--- config.mk ---
export PLATFORM = sky130hd
export DESIGN_NAME = ast_uart
export DESIGN_NICKNAME = d
export VERILOG_FILES = /design/src/ast_pkg.sv /design/src/ast_uart.sv
export SDC_FILE = /design/constraint.sdc
export NUM_CORES = 1
export LEC_CHECK = 0
export BUFFER_PORTS_ARGS = -buffer_cell sky130_fd_sc_hd__buf_2
export CAP_MARGIN = 20
export CORE_MARGIN = 3
export CORE_UTILIZATION = 29
export DETAILED_ROUTE_END_ITERATION = 10
export PLACE_DENSITY_LB_ADDON = 0.1
export SETUP_SLACK_MARGIN = 0.3
export SLEW_MARGIN = 25
export SYNTH_ARGS = -nofsm -noshare
export SYNTH_HDL_FRONTEND = slang
export SYNTH_SLANG_ARGS = --single-unit
export TNS_END_PERCENT = 5
--- constraint.sdc ---
create_clock -name clk_sys -period 5.4 [get_ports clk_sys]
set_input_delay 1.08 -clock clk_sys [delete_from_list [all_inputs] [get_ports clk_sys]]
set_output_delay 1.08 -clock clk_sys [all_outputs]
set_load 0.005 [all_outputs]
--- src/ast_pkg.sv ---
// Constants, types and helpers of the asynchronous serial transceiver
// Summary of operation
// - Writing the data register starts a transmission
// - Load at once when idle, else once stop bit is on line
// - Empty flag set on load, held until written
// - Load clears start bit, sets stop bit
// - Nine-bit mode copies ninth bit at load
// - Start bit on next tick, then LSB first
// - Complete flag after stop held one bit
// - Transmit enable takes and drives pin one
// - Receiver samples at sixteen times baud
// - Start vote on samples 8-10 rejects noise
// - Data bits by majority of samples 8-10
// - Stop majority zero sets framing error
// - Character transferred if last one read, complete flag set
// - Shared address: read receive, write transmit
// - Ninth received bit stored at transfer
// - Unread data loses new byte, buffered overrun
// - Receive enable forces pin zero input
// - Three separate interrupt request outputs
// - Reading received data clears complete flag
// - Complete flag cleared by vector or one
// - Double speed divides by eight, not sixteen
// - Good stop bit clears framing error
package ast_pkg;

  // ----------------------------------------
  // Register map and fields
  // ----------------------------------------
  localparam logic [7:0] ADR_DATA    = 8'h00;
  localparam logic [7:0] ADR_STATUS  = 8'h04;
  localparam logic [7:0] ADR_CONTROL = 8'h08;
  localparam logic [7:0] ADR_BAUD    = 8'h0c;

  localparam int ST_RXC  = 7;
  localparam int ST_TXC  = 6;
  localparam int ST_TX_HOLDING_EMPTY_FLAG = 5;
  localparam int ST_FE   = 4;
  localparam int ST_OVR  = 3;
  localparam int ST_DBL  = 1;

  localparam int CT_RXIE = 7;
  localparam int CT_TXIE = 6;
  localparam int CT_UDIE = 5;
  localparam int CT_RECEIVER_ENABLE = 4;
  localparam int CT_TRANSMITTER_ENABLE = 3;
  localparam int CT_NINE = 2;
  localparam int CT_RX9  = 1;
  localparam int CT_TX9  = 0;

  localparam logic [11:0] BAUD_RESET = 12'h00a;

  // ----------------------------------------
  // Framing and sampling counts
  // ----------------------------------------
  localparam logic [4:0] SPB_NORMAL = 5'h10;
  localparam logic [4:0] SPB_DOUBLE = 5'h08;
  localparam logic [3:0] FRAME_8    = 4'ha;
  localparam logic [3:0] FRAME_9    = 4'hb;
  localparam logic [3:0] BITS_8     = 4'h8;
  localparam logic [3:0] BITS_9     = 4'h9;

  typedef struct packed {
    logic        cyc;
    logic        stb;
    logic        we;
    logic [7:0]  adr;
    logic [3:0]  sel;
    logic [31:0] dat;
  } ast_wb_req_t;

  typedef struct packed {
    logic        ack;
    logic [31:0] dat;
  } ast_wb_rsp_t;

  typedef struct packed {
    logic out;
    logic dir;
  } ast_gpio_t;

  typedef enum logic [1:0] {RX_IDLE, RX_START, RX_DATA, RX_STOP} ast_rx_state_t;

  // Two of three vote
  function automatic logic ast_maj3(input logic [2:0] v);
    return (v[0] & v[1]) | (v[0] & v[2]) | (v[1] & v[2]);
  endfunction

endpackage

--- src/ast_uart.sv ---
// Asynchronous serial transceiver with Wishbone register slave
`timescale 1ns/100ps
module ast_uart (
  input  wire logic                clk_sys,
  input  wire logic                arst_n,
  input  wire ast_pkg::ast_wb_req_t wbReq,
  output      ast_pkg::ast_wb_rsp_t wbRsp,
  input  wire logic                txcVectorAck,
  input  wire ast_pkg::ast_gpio_t  pinOneGpio,
  input  wire ast_pkg::ast_gpio_t  pinZeroGpio,
  input  wire logic                pinZeroPullupCtl,
  input  wire logic                pinZeroIn,
  output      logic                pinOneOut,
  output      logic                pinOneOe,
  output      logic                pinZeroOut,
  output      logic                pinZeroOe,
  output      logic                pinZeroPullup,
  output      logic                irqRxComplete,
  output      logic                irqTxComplete,
  output      logic                irqHoldEmpty
);
  import ast_pkg::*;

  // ----------------------------------------
  // Declarations
  // ----------------------------------------
  logic          rx_complete_flag;
  logic          tx_complete_flag;
  logic          tx_holding_empty_flag;
  logic          fe;
  logic          ovr;
  logic          ovrPending;
  logic          dbl;
  logic [7:0]    ctrl;
  logic          rxNinth;
  logic [11:0]   baudDiv;
  logic [11:0]   baudCnt;
  logic          sampleTick;
  logic [4:0]    txSub;
  logic [4:0]    spb;
  logic          bitTick;
  logic [7:0]    txHold;
  logic [10:0]   txShift;
  logic [3:0]    txCount;
  logic          txStopOnLine;
  logic          txLine;
  logic          txLoad;
  logic          txcSet;
  logic          rxSync1;
  logic          rxIn;
  ast_rx_state_t rxState;
  logic [4:0]    rxSample;
  logic [4:0]    next_sample;
  logic [1:0]    votes;
  logic [8:0]    rxShift;
  logic [3:0]    rxBitIdx;
  logic [7:0]    rxData;
  logic          decideNow;
  logic          bitVal;
  logic          rxDone;
  logic          rxUnread;
  logic [7:0]    rxFinal;
  logic          req;
  logic          wrData;
  logic          rdData;
  logic          wrStatus;
  logic          wrCtrl;
  logic          wrBaudLo;
  logic          wrBaudHi;
  logic [31:0]   readData;

  // ----------------------------------------
  // Wishbone slave
  // ----------------------------------------
  // One access per request, acted on in its first cycle
  assign req      = wbReq.cyc & wbReq.stb & ~wbRsp.ack;
  assign wrData   = req & wbReq.we & wbReq.sel[0] & (wbReq.adr == ADR_DATA);
  assign rdData   = req & ~wbReq.we & (wbReq.adr == ADR_DATA);
  assign wrStatus = req & wbReq.we & wbReq.sel[0] & (wbReq.adr == ADR_STATUS);
  assign wrCtrl   = req & wbReq.we & wbReq.sel[0] & (wbReq.adr == ADR_CONTROL);
  assign wrBaudLo = req & wbReq.we & wbReq.sel[0] & (wbReq.adr == ADR_BAUD);
  assign wrBaudHi = req & wbReq.we & wbReq.sel[1] & (wbReq.adr == ADR_BAUD);

  // Read mux, unmapped reads zero
  always_comb begin
    readData = 32'h0000_0000;
    if (wbReq.adr == ADR_DATA) begin
      readData[7:0] = rxData;
    end else if (wbReq.adr == ADR_STATUS) begin
      readData[ST_RXC]  = rx_complete_flag;
      readData[ST_TXC]  = tx_complete_flag;
      readData[ST_TX_HOLDING_EMPTY_FLAG] = tx_holding_empty_flag;
      readData[ST_FE]   = fe;
      readData[ST_OVR]  = ovr;
      readData[ST_DBL]  = dbl;
    end else if (wbReq.adr == ADR_CONTROL) begin
      readData[7:0]  = ctrl;
      readData[CT_RX9] = rxNinth;
      readData[CT_TX9] = 1'b0;
    end else if (wbReq.adr == ADR_BAUD) begin
      readData[11:0] = baudDiv;
    end
  end

  // Acknowledge one cycle after request
  always_ff @(posedge clk_sys or negedge arst_n) begin
    if (!arst_n) begin
      wbRsp <= '0;
    end else begin
      wbRsp.ack <= req;
      wbRsp.dat <= req ? readData : 32'h0000_0000;
    end
  end

  // ----------------------------------------
  // Configuration registers
  // ----------------------------------------
  // Control, speed and divisor
  always_ff @(posedge clk_sys or negedge arst_n) begin
    if (!arst_n) begin
      ctrl    <= 8'h00;
      dbl     <= 1'b0;
      baudDiv <= BAUD_RESET;
    end else begin
      if (wrCtrl) begin
        ctrl <= wbReq.dat[7:0];
      end
      if (wrStatus) begin
        dbl <= wbReq.dat[ST_DBL];
      end
      if (wrBaudLo) begin
        baudDiv[7:0] <= wbReq.dat[7:0];
      end
      if (wrBaudHi) begin
        baudDiv[11:8] <= wbReq.dat[11:8];
      end
    end
  end

  // ----------------------------------------
  // Baud generation
  // ----------------------------------------
  assign spb        = dbl ? SPB_DOUBLE : SPB_NORMAL;
  // Compare by magnitude so a divisor lowered below the count cannot stall ticks
  assign sampleTick = (baudCnt >= baudDiv);
  assign bitTick    = sampleTick & (txSub == spb - 5'h01);

  // Sample rate divider and bit divider
  always_ff @(posedge clk_sys or negedge arst_n) begin
    if (!arst_n) begin
      baudCnt <= 12'h000;
      txSub   <= 5'h00;
    end else begin
      baudCnt <= sampleTick ? 12'h000 : baudCnt + 12'h001;
      if (sampleTick) begin
        txSub <= (txSub >= spb - 5'h01) ? 5'h00 : txSub + 5'h01;
      end
    end
  end

  // ----------------------------------------
  // Transmitter
  // ----------------------------------------
  // Load when holding full and shifter drained
  assign txLoad = ~tx_holding_empty_flag & (txCount == 4'h0) & ctrl[CT_TRANSMITTER_ENABLE];
  assign txcSet = bitTick & (txCount == 4'h0) & txStopOnLine & tx_holding_empty_flag;

  // Holding register
  always_ff @(posedge clk_sys or negedge arst_n) begin
    if (!arst_n) begin
      txHold <= 8'h00;
      tx_holding_empty_flag   <= 1'b1;
    end else begin
      if (wrData) begin
        txHold <= wbReq.dat[7:0];
      end
      tx_holding_empty_flag <= (tx_holding_empty_flag | txLoad) & ~wrData;
    end
  end

  // Shift engine and line
  always_ff @(posedge clk_sys or negedge arst_n) begin
    if (!arst_n) begin
      txShift      <= 11'h7ff;
      txCount      <= 4'h0;
      txStopOnLine <= 1'b0;
      txLine       <= 1'b1;
    end else if (txLoad) begin
      txShift      <= {1'b1, ctrl[CT_NINE] ? ctrl[CT_TX9] : 1'b1, txHold, 1'b0};
      txCount      <= ctrl[CT_NINE] ? FRAME_9 : FRAME_8;
      txStopOnLine <= 1'b0;
    end else if (bitTick) begin
      if (txCount != 4'h0) begin
        txLine       <= txShift[0];
        txShift      <= {1'b1, txShift[10:1]};
        txCount      <= txCount - 4'h1;
        txStopOnLine <= (txCount == 4'h1);
      end else begin
        txLine       <= 1'b1;
        txStopOnLine <= 1'b0;
      end
    end
  end

  // Transmit complete flag
  always_ff @(posedge clk_sys or negedge arst_n) begin
    if (!arst_n) begin
      tx_complete_flag <= 1'b0;
    end else begin
      tx_complete_flag <= txcSet | (tx_complete_flag & ~(txcVectorAck | (wrStatus & wbReq.dat[ST_TXC])));
    end
  end

  // ----------------------------------------
  // Receiver
  // ----------------------------------------
  // Pin synchroniser
  always_ff @(posedge clk_sys or negedge arst_n) begin
    if (!arst_n) begin
      rxSync1 <= 1'b1;
      rxIn    <= 1'b1;
    end else begin
      rxSync1 <= pinZeroIn;
      rxIn    <= rxSync1;
    end
  end

  assign next_sample = (rxSample == spb) ? 5'h01 : rxSample + 5'h01;
  assign decideNow   = sampleTick & (rxState != RX_IDLE) & (next_sample == (spb >> 1) + 5'h02);
  assign bitVal      = ast_maj3({votes, rxIn});
  assign rxDone      = decideNow & (rxState == RX_STOP);
  assign rxUnread    = rx_complete_flag & ~rdData;
  assign rxFinal     = ctrl[CT_NINE] ? rxShift[7:0] : rxShift[8:1];

  // Bit sampler and framer
  always_ff @(posedge clk_sys or negedge arst_n) begin
    if (!arst_n) begin
      rxState  <= RX_IDLE;
      rxSample <= 5'h00;
      votes    <= 2'b11;
      rxShift  <= 9'h000;
      rxBitIdx <= 4'h0;
    end else if (!ctrl[CT_RECEIVER_ENABLE]) begin
      rxState <= RX_IDLE;
    end else if (sampleTick) begin
      case (rxState)
        RX_IDLE: begin
          if (!rxIn) begin
            rxSample <= 5'h01;
            rxState  <= RX_START;
          end
        end
        default: begin
          rxSample <= next_sample;
          if ((next_sample == spb >> 1) || (next_sample == (spb >> 1) + 5'h01)) begin
            votes <= {votes[0], rxIn};
          end
          if (decideNow) begin
            case (rxState)
              RX_START: begin
                rxState  <= bitVal ? RX_IDLE : RX_DATA;
                rxBitIdx <= 4'h0;
              end
              RX_DATA: begin
                rxShift  <= {bitVal, rxShift[8:1]};
                rxBitIdx <= rxBitIdx + 4'h1;
                if (rxBitIdx == (ctrl[CT_NINE] ? BITS_9 : BITS_8) - 4'h1) begin
                  rxState <= RX_STOP;
                end
              end
              default: begin
                rxState <= RX_IDLE;
              end
            endcase
          end
        end
      endcase
    end
  end

  // Receive data, flags and overrun
  always_ff @(posedge clk_sys or negedge arst_n) begin
    if (!arst_n) begin
      rxData     <= 8'h00;
      rxNinth    <= 1'b1;
      rx_complete_flag        <= 1'b0;
      fe         <= 1'b0;
      ovr        <= 1'b0;
      ovrPending <= 1'b0;
    end else begin
      if (rxDone && !rxUnread) begin
        rxData  <= rxFinal;
        rx_complete_flag     <= 1'b1;
        fe      <= ~bitVal;
        ovr     <= 1'b0;
        if (ctrl[CT_NINE]) begin
          rxNinth <= rxShift[8];
        end
      end else if (rdData) begin
        rx_complete_flag <= 1'b0;
      end
      if (rxDone && rxUnread) begin
        ovrPending <= 1'b1;
      end else if (rdData && ovrPending) begin
        ovr        <= 1'b1;
        ovrPending <= 1'b0;
      end
    end
  end

  // ----------------------------------------
  // Pins and interrupt requests
  // ----------------------------------------
  always_ff @(posedge clk_sys or negedge arst_n) begin
    if (!arst_n) begin
      pinOneOut     <= 1'b1;
      pinOneOe      <= 1'b0;
      pinZeroOut    <= 1'b0;
      pinZeroOe     <= 1'b0;
      pinZeroPullup <= 1'b0;
      irqRxComplete <= 1'b0;
      irqTxComplete <= 1'b0;
      irqHoldEmpty  <= 1'b0;
    end else begin
      pinOneOut     <= ctrl[CT_TRANSMITTER_ENABLE] ? txLine : pinOneGpio.out;
      pinOneOe      <= ctrl[CT_TRANSMITTER_ENABLE] | pinOneGpio.dir;
      pinZeroOut    <= pinZeroGpio.out;
      pinZeroOe     <= ~ctrl[CT_RECEIVER_ENABLE] & pinZeroGpio.dir;
      pinZeroPullup <= pinZeroPullupCtl;
      irqRxComplete <= rx_complete_flag & ctrl[CT_RXIE];
      irqTxComplete <= tx_complete_flag & ctrl[CT_TXIE];
      irqHoldEmpty  <= tx_holding_empty_flag & ctrl[CT_UDIE];
    end
  end
endmodule

==> run summary, run 1 <==
• Routability Congestion: 0.754
• total number of placement rows: 51
• count of flip-flops with a built-in enable after synthesis: 0
• synth-to-layout area growth: 17.5%
• quantity of gates resized following cts: 0
• max-slew headroom at the worst pin: 36.1%
• mean instance size in the synthesized netlist: 11.0 um^2
• slowest library cell on the worst path: or4_1
• Iter 0 DRT Violations: 208
• startpoint class of the critical path: primary input
• crit-path cells: buf_2, or4_1, or4_1, or4_4, a21boi_4, nand3_4, mux2_4
• leading register cell type out of synthesis: dfrtp_1
• antenna-violating nets left: 0
• boundary pin count: 97
• most area-hungry cell type in the Yosys netlist: dfrtp_1
• post-route DRC violation count: 0
• number of distinct library cell variants in the gate-level netlist after synthesis: 64
• Min Clock Period, post-route: 3.51 ns
• detailed-route wire length per cell: 16.1 um
• aggregate global routing overflow: 0
• worst path arrival time: 3.82 ns
• number of max-cap violations: 0
• CTS tree: yes
• GRT Util Overall: 13.4%
• total setup violations reported at the end of the flow: 0
• data required time at the worst endpoint: 5.71 ns
• HPWL after detailed placement: 10100 um
• clock sinks: 121
• Peak Freq: 285 MHz
• synthesized flop and latch total: 121
• area used by sequential logic in the layout: 3050 um^2
• most common cell after layout, fill and taps aside: dfrtp_1
• effective utilization at floorplan: 30.2%
• net total in the final layout: 685
• hold bufs inserted after CTS: 0
• Pre-Repair DR Iteration Count: 4
• PwrDens: 288 nW/um^2
• result of the run: finished, final reports clean
• asr flop ratio synth: 100%
• Total Power: 2.02 mW
• via count of the first global-routing pass: 4203
• sort of element at the end of the critical path: flop
• leading post-synthesis cells by cell area: dfrtp_1, dfstp_2, mux2_2
• Layout Skew: 0.00880 ns
• number of H-tree levels: 4
• die boundary width: 150 um
• Synth Cell Area: 5990 um^2
• Clock Pin Slew Worst Setup and Hold Paths: 0.06 ns
• Worst-Skew Late Latency: 0.42 ns
• number of buffers inserted during clock tree synthesis: 17
• most frequent cells in the layout: dfrtp_1, buf_2, nand2_1
• portion of the clock cycle consumed by the worst path in the final layout: 65.0%
• area share of the largest cell type after synthesis: 42.2%
• fill cell count: 1989
• Die Outline Area: 22400 um^2
• Die Span Y: 150 um
• actual slew at the worst max-slew pin: 0.957 ns
• maximum clock path buffer count: 2
• Setup TNS Final: 0 ns
• Yosys Warn Count: 0
• pin count of the biggest net entering global routing: 56
• number of vias after detailed routing: 4130
• post-synthesis cell count: 542
• area used by multi-input combinational logic: 2670 um^2
• global-route wire length before repair: 23000 um
• IR drop worst, VDD: 0.145 mV
• buffers added on ports: 54
• final-report hold violation count: 0
• core region area: 19800 um^2
• Seq/Total Area, Yosys: 51.0%
• setup repair after global routing missed its margin: false
• clock root buffer master: clkbuf_16
• total detailed-routing wirelength: 14100 um
• path class of the lowest-slack min-delay path: flop to flop
• number of antenna violations at the first check in global routing: 0
• Via density: 4.70
• most frequent cell on the critical path: or4_1
• Pins Over Slew Limit: 0
• fraction of layout instances using a drive strength above 1: 27.2%
• category of the most critical setup path: primary input to flop
• crit path max fanout: 18
• setup bufs post-CTS: 0
• delay contributed by the slowest stage of the critical path: 0.76 ns
• diodes inserted: 0
• leakage component of the power: 3.40 nW
[cells in the mapped netlist (all sizes together) (2+ instances only)]
| cell type | n |
|---|---|
| o31ai | 3 |
| dfrtp | 101 |
| or4 | 4 |
| o22a | 3 |
| ha | 28 |
| and3 | 7 |
| nor2b | 4 |
| mux2 | 44 |
| a21oi | 19 |
| clkbuf | 14 |
| nor4b | 3 |
| mux2i | 22 |
| xnor2 | 4 |
| nor2 | 31 |
| o32ai | 2 |
| nor3 | 13 |
| nor4 | 3 |
| nand2b | 4 |
| o21a | 3 |
| a31oi | 2 |
| nand2 | 44 |
| nor3b | 2 |
| or2 | 3 |
| buf | 24 |
| a32o | 3 |
| o211ai | 2 |
| dfstp | 20 |
| nand3 | 17 |
| and2 | 4 |
| a221o | 3 |
| o21ai | 32 |
| o22ai | 2 |
| a21o | 3 |
| inv | 32 |
| a221oi | 6 |
| nand4 | 4 |
| a22o | 3 |
| xor2 | 8 |
[layer usage]
metal / track usage, % / share of wire (%) / vias up
met5: 0 / 0 / -
met4: 4.71 / 1.3 / 0
met3: 3.79 / 5.1 / 16
met2: 21.1 / 46 / 95
met1: 17.8 / 48 / 2018
li1: - / - / 2001
[sequential cells by signal (all words and copies together) (netlist names), 4 cells and up]
name and count:
baudCnt 12, baudDiv 12, ctrl 7, rxBitIdx 4
rxData 8, rxSample 5, rxShift 9, txCount 4
txHold 8, txShift 10, txSub 5, wbRsp 13
[power breakdown]
group,switching (mW),internal (mW),leakage (nW)
clock,0.455,0.592,0.245
combinational,0.0419,0.0185,1.61
sequential,0.00344,0.914,1.54
total,0.500,1.52,3.40
[final cells by class]
cell class              instances  area share, %
multi-input cells             370           38.0
inverters                      32           1.71
clock buffers                  17           6.05
repair buffers                 59           4.41
clock inverters                15           1.74
well taps                     265           4.72
flip-flops and latches        121           43.4
[worst max-delay path: cells and delay by family]
family / cells / cell delay (ns)
buffers and inverters: 1 / 0.09
AO/OA/AOI/OAI: 1 / 0.20
multiplexers: 1 / 0.38
AND/OR/NAND/NOR: 4 / 2.05
[path summary, 6_finish.rpt]
kind / start / end / slack [ns] / cells after the start
worst max-delay path: wbReq[37] / rxData[6] / 1.89 / 7
min in group asynchronous: arst_n / pinZeroPullup / 0.73 / 1
worst min register to register: rxSync1 / rxIn / 0.36 / 0
max in group asynchronous: arst_n / rxNinth / 3.64 / 2
worst max register to register: baudDiv[0] / rxData[2] / 2.14 / 7
worst min-delay path: rxSync1 / rxIn / 0.36 / 0
[metrics by stage]
step	std cells	utilization (%)	worst slack, ns	area [um^2]	hold slack [ns]
final	879	35.4	1.89	7030	0.358
after global routing	879	35.4	1.80	7030	0.366
after CTS	879	35.4	1.89	7030	0.359
after detailed placement	847	32.7	1.44	6480	0.350
after global placement	847	32.7	1.45	6480	0.346
after floorplan	561	-	1.98	6060	0.345
[cell families after synthesis]
kind of cell / Yosys count / share of synthesized area [%]
AO/OA/AOI/OAI: 97 / 10.9
adder cells (fa/ha/maj): 28 / 5.85
multiplexers: 66 / 12.0
other: 1 / 0.0626
AND/OR/NAND/NOR: 147 / 12.7
buffers and inverters: 70 / 5.68
flip-flops: 121 / 51.0
XOR/XNOR: 12 / 1.76
Power figures use the tool's default switching activity.
==> run 2: changes to the inputs <==
ABC_AREA = 1   (was default)
clock period = 3.5 ns   (was 5.4 ns; I/O delays follow)
==> run 2 against run 1 <==
  * Synthesized cell count rose by 30%
  * Critical path type is now flop to flop
  * Final area rose by 2.9%
  * Worst hold slack got worse by 0.054 ns
  * Non-clock buffer count rose by 1
  * First-iteration DRC count rose by 11%
  * Sequential power rose by 57%
  * Routed wire length rose by 2.7%
  * Highest routed layer unchanged
  * Largest cell class unchanged
==> run summary, run 2 <==
• result of the run: finished, final reports clean
• leakage component of the power: 3.54 nW, +4.2%
• area share of the largest cell type after synthesis: 41.4%, -0.82 points
• net total in the final layout: 850, +24%
• post-synthesis cell count: 702, +30%
• number of buffers inserted during clock tree synthesis: 17, unchanged
• Power Internal: 2.60 mW, +71%
• Pre-Repair DR Iteration Count: 5, +1
• maximum clock path buffer count: 2, unchanged
• Setup TNS Final: 0 ns, unchanged
• die boundary width: 151 um, +0.95%
• total setup violations reported at the end of the flow: 0, unchanged
• part of the total power dissipated in the clock network: 53.7%, +2.0 points
• path class of the lowest-slack min-delay path: primary input to async pin
• PwrDens: 465 nW/um^2, +62%
• global-route wire length before repair: 23700 um, +2.9%
• Worst-Skew Late Latency: 0.41 ns, about the same
• Peak Freq: 372 MHz
• clock sinks: 121, unchanged
• synth-to-layout area growth: 18.5%
• max-slew headroom at the worst pin: 50.7%, +15 points
• CTS tree: yes
• Total Power: 3.36 mW, +66%
• minimum setup slack in the final design: 0.812 ns, -1.08 ns
• Clock Pin Slew Worst Setup and Hold Paths: 0.06 ns, about the same
• diodes inserted: 0, unchanged
• final-report hold violation count: 0, unchanged
• IR drop worst, VDD: 0.313 mV, +120%
• actual slew at the worst max-slew pin: 0.739 ns, -0.218 ns
• sequential cell fraction of total power: 42.7%, -2.6 points
• total number of placement rows: 52, +2.0%
• most frequent cells in the layout: nand2_1, dfrtp_1, inv_1
• number of max-cap violations: 0, unchanged
• commonest cells in the synthesized netlist: nand2_1, dfrtp_1, inv_1
• leading register cell type out of synthesis: dfrtp_1
• reg-to-reg slack, setup: 0.81 ns, -1.33 ns
• Min Clock Period, post-route: 2.69 ns
• P_sw: 0.761 mW, +52%
• asr flop ratio synth: 100%, unchanged
• portion of the clock cycle consumed by the worst path in the final layout: 76.8%
• end of the worst register-to-register path: txCount[1]
• setup bufs post-CTS: 0, unchanged
• most area-hungry cell type in the Yosys netlist: dfrtp_1
• detailed-route wire length per cell: 13.8 um, -14%
• crit path max fanout: 11, -7
• pin count of the biggest net entering global routing: 54, -3.6%
• antenna-violating nets left: 0, unchanged
• clock root buffer master: clkbuf_16
• number of H-tree levels: 4, unchanged
• Routability Congestion: 0.732, -3.0%
• area used by multi-input combinational logic: 2550 um^2, -4.5%
• Iter 0 DRT Violations: 230, +11%
• core region area: 20400 um^2, +2.9%
• Synth Cell Area: 6110 um^2, +2.0%
• data required time at the worst endpoint: 3.81 ns, -1.90 ns
• Pins Over Slew Limit: 0, unchanged
• worst path arrival time: 2.99 ns, -0.83 ns
• fill cell count: 2133, +7.2%
• area used by sequential logic in the layout: 3050 um^2, unchanged
• total detailed-routing wirelength: 14500 um, +2.7%
• number of antenna violations at the first check in global routing: 0, unchanged
• HPWL after detailed placement: 10600 um, +5.2%
• worst-case reg-to-reg path depth: 13, +6
• hold bufs inserted after CTS: 0, unchanged
• fraction of layout instances using a drive strength above 1: 18.6%, -8.6 points
• effective utilization at floorplan: 29.9%, -0.28 points
• leading post-synthesis cells by cell area: dfrtp_1, nand2_1, dfstp_2
• GRT Util Overall: 13.4%, -0.076 points
• sort of element at the end of the critical path: flop
• most common cell after layout, fill and taps aside: nand2_1
• Yosys Warn Count: 0, unchanged
• category of the most critical setup path: flop to flop
• Die Span Y: 151 um, +0.95%
• part of the total power dissipated in combinational logic: 3.6%, +0.6 points
• post-route DRC violation count: 0, unchanged
• synthesized flop and latch total: 121, unchanged
• most flop-heavy register: wbRsp
• Via density: 4.47, -5.0%
• aggregate global routing overflow: 0, unchanged
• startpoint class of the critical path: flop
• Seq/Total Area, Yosys: 50.0%, -0.99 points
• mean instance size in the synthesized netlist: 8.70 um^2, -21%
• Die Outline Area: 22800 um^2, +1.9%
• buffers added on ports: 54, unchanged
• count of flip-flops with a built-in enable after synthesis: 0, unchanged
• most repeated cell in the gate-level netlist after synthesis: nand2_1
• pre-CTS setup slack: 0.764 ns, -0.680 ns
• top flop regs: wbRsp (13), baudCnt (12), baudDiv (12)
• number of vias after detailed routing: 4684, +13%
• switching part of the total power: 22.6%, -2.1 points
• setup repair after global routing missed its margin: false
• quantity of gates resized following cts: 0, unchanged
• via count of the first global-routing pass: 4594, +9.3%
• reg-to-reg critical path startpoint: baudDiv[3]
• boundary pin count: 97, unchanged
• Layout Skew: 0.0108 ns, +0.00203 ns
• Largest register FFs: 13, unchanged
• number of distinct library cell variants in the gate-level netlist after synthesis: 47, -27%
## run 2: cell count changes after synthesis, sizes merged, moves of 9 or more
cell / change
nand3: +20
clkbuf: -9
mux2i: -22
o21ai: +27
mux2: -44
nor2: +22
inv: +61
nand2: +137
nand4: +11
## run 2: kinds of logic (layout without fill, tap and decap cells)
kind of cell	count (synthesis)	count (layout)	synth area share (%)
simple gates	307	307	22.5
buf+inv	128	186	9.43
flops	121	121	50.0
compound gates	107	107	10.8
fa+ha+maj	28	28	5.74
xor+xnor	10	10	1.56
other cells	1	20	0.0614
## run 2: routing by layer
layer / routed length, um / GRT usage, % / up-vias / part of all wire, %
li1: - / - / 2369 / -
met1: 6860 / 17.5 / 2211 / 47
met3: 647 / 3.02 / 11 / 4.5
met5: 0 / 0 / - / 0
met2: 6770 / 21.7 / 93 / 47
met4: 212 / 4.71 / 0 / 1.5
## run 2: area by class of cell
class | count | share of cell area [%]
tap | 270 | 4.67
sequential | 121 | 42.2
timing repair buffer | 60 | 4.57
multi-input combinational | 472 | 35.2
clock inverter | 14 | 2.37
clock buffer | 18 | 6.07
inverter | 94 | 4.88
## run 2: power by group through the flow
| stage | Sequential [mW] | Clock (mW) | Combinational [mW] |
|---|---|---|---|
| final | 1.44 | 1.81 | 0.120 |
| after global routing | 1.44 | 1.92 | 0.140 |
| after CTS | 1.44 | 1.87 | 0.124 |
| after detailed placement | 1.46 | 0 | 0.124 |
| after global placement | 1.46 | 0 | 0.122 |
| after floorplan | 1.46 | 0 | 0.0655 |
## run 2: through the flow
| stage | hold slack (ns) | cells | instance area, um^2 | utilization [%] |
|---|---|---|---|---|
| 2_1_floorplan | 0.345 | 721 | 6180 | - |
| 3_3_place_gp | 0.346 | 1017 | 6620 | 32.4 |
| 3_5_place_dp | 0.347 | 1017 | 6620 | 32.4 |
| 4_1_cts | 0.317 | 1049 | 7230 | 35.4 |
| 5_1_grt | 0.332 | 1049 | 7230 | 35.4 |
| 6_report | 0.304 | 1049 | 7230 | 35.4 |
## run 2: worst max-delay path by stage
| stage | from | endpoint | slack [ns] | cells after the start |
|---|---|---|---|---|
| 6_report | baudDiv[3] | txCount[1] | 0.81 | 13 |
| 3_5_place_dp | baudDiv[3] | txShift[0] | 0.76 | 13 |
| 4_1_cts | baudDiv[3] | txShift[0] | 0.77 | 13 |
| 2_1_floorplan | baudDiv[3] | rxShift[6] | 1.56 | 12 |
| 5_1_grt | baudDiv[3] | txShift[0] | 0.55 | 13 |
| 3_3_place_gp | baudDiv[3] | txCount[1] | 0.78 | 13 |
## run 2: worst max-delay path: stages (launching register included)
cell     delay [ns]
dfstp_2        0.54
inv_1          0.06
ha_1           0.31
nand2_1        0.10
inv_1          0.04
nand2_1        0.05
nand2_1        0.05
nand2_1        0.07
nand4_2        0.23
nand2_1        0.30
inv_1          0.09
nand2_1        0.28
nand2_1        0.25
o21a_1         0.22
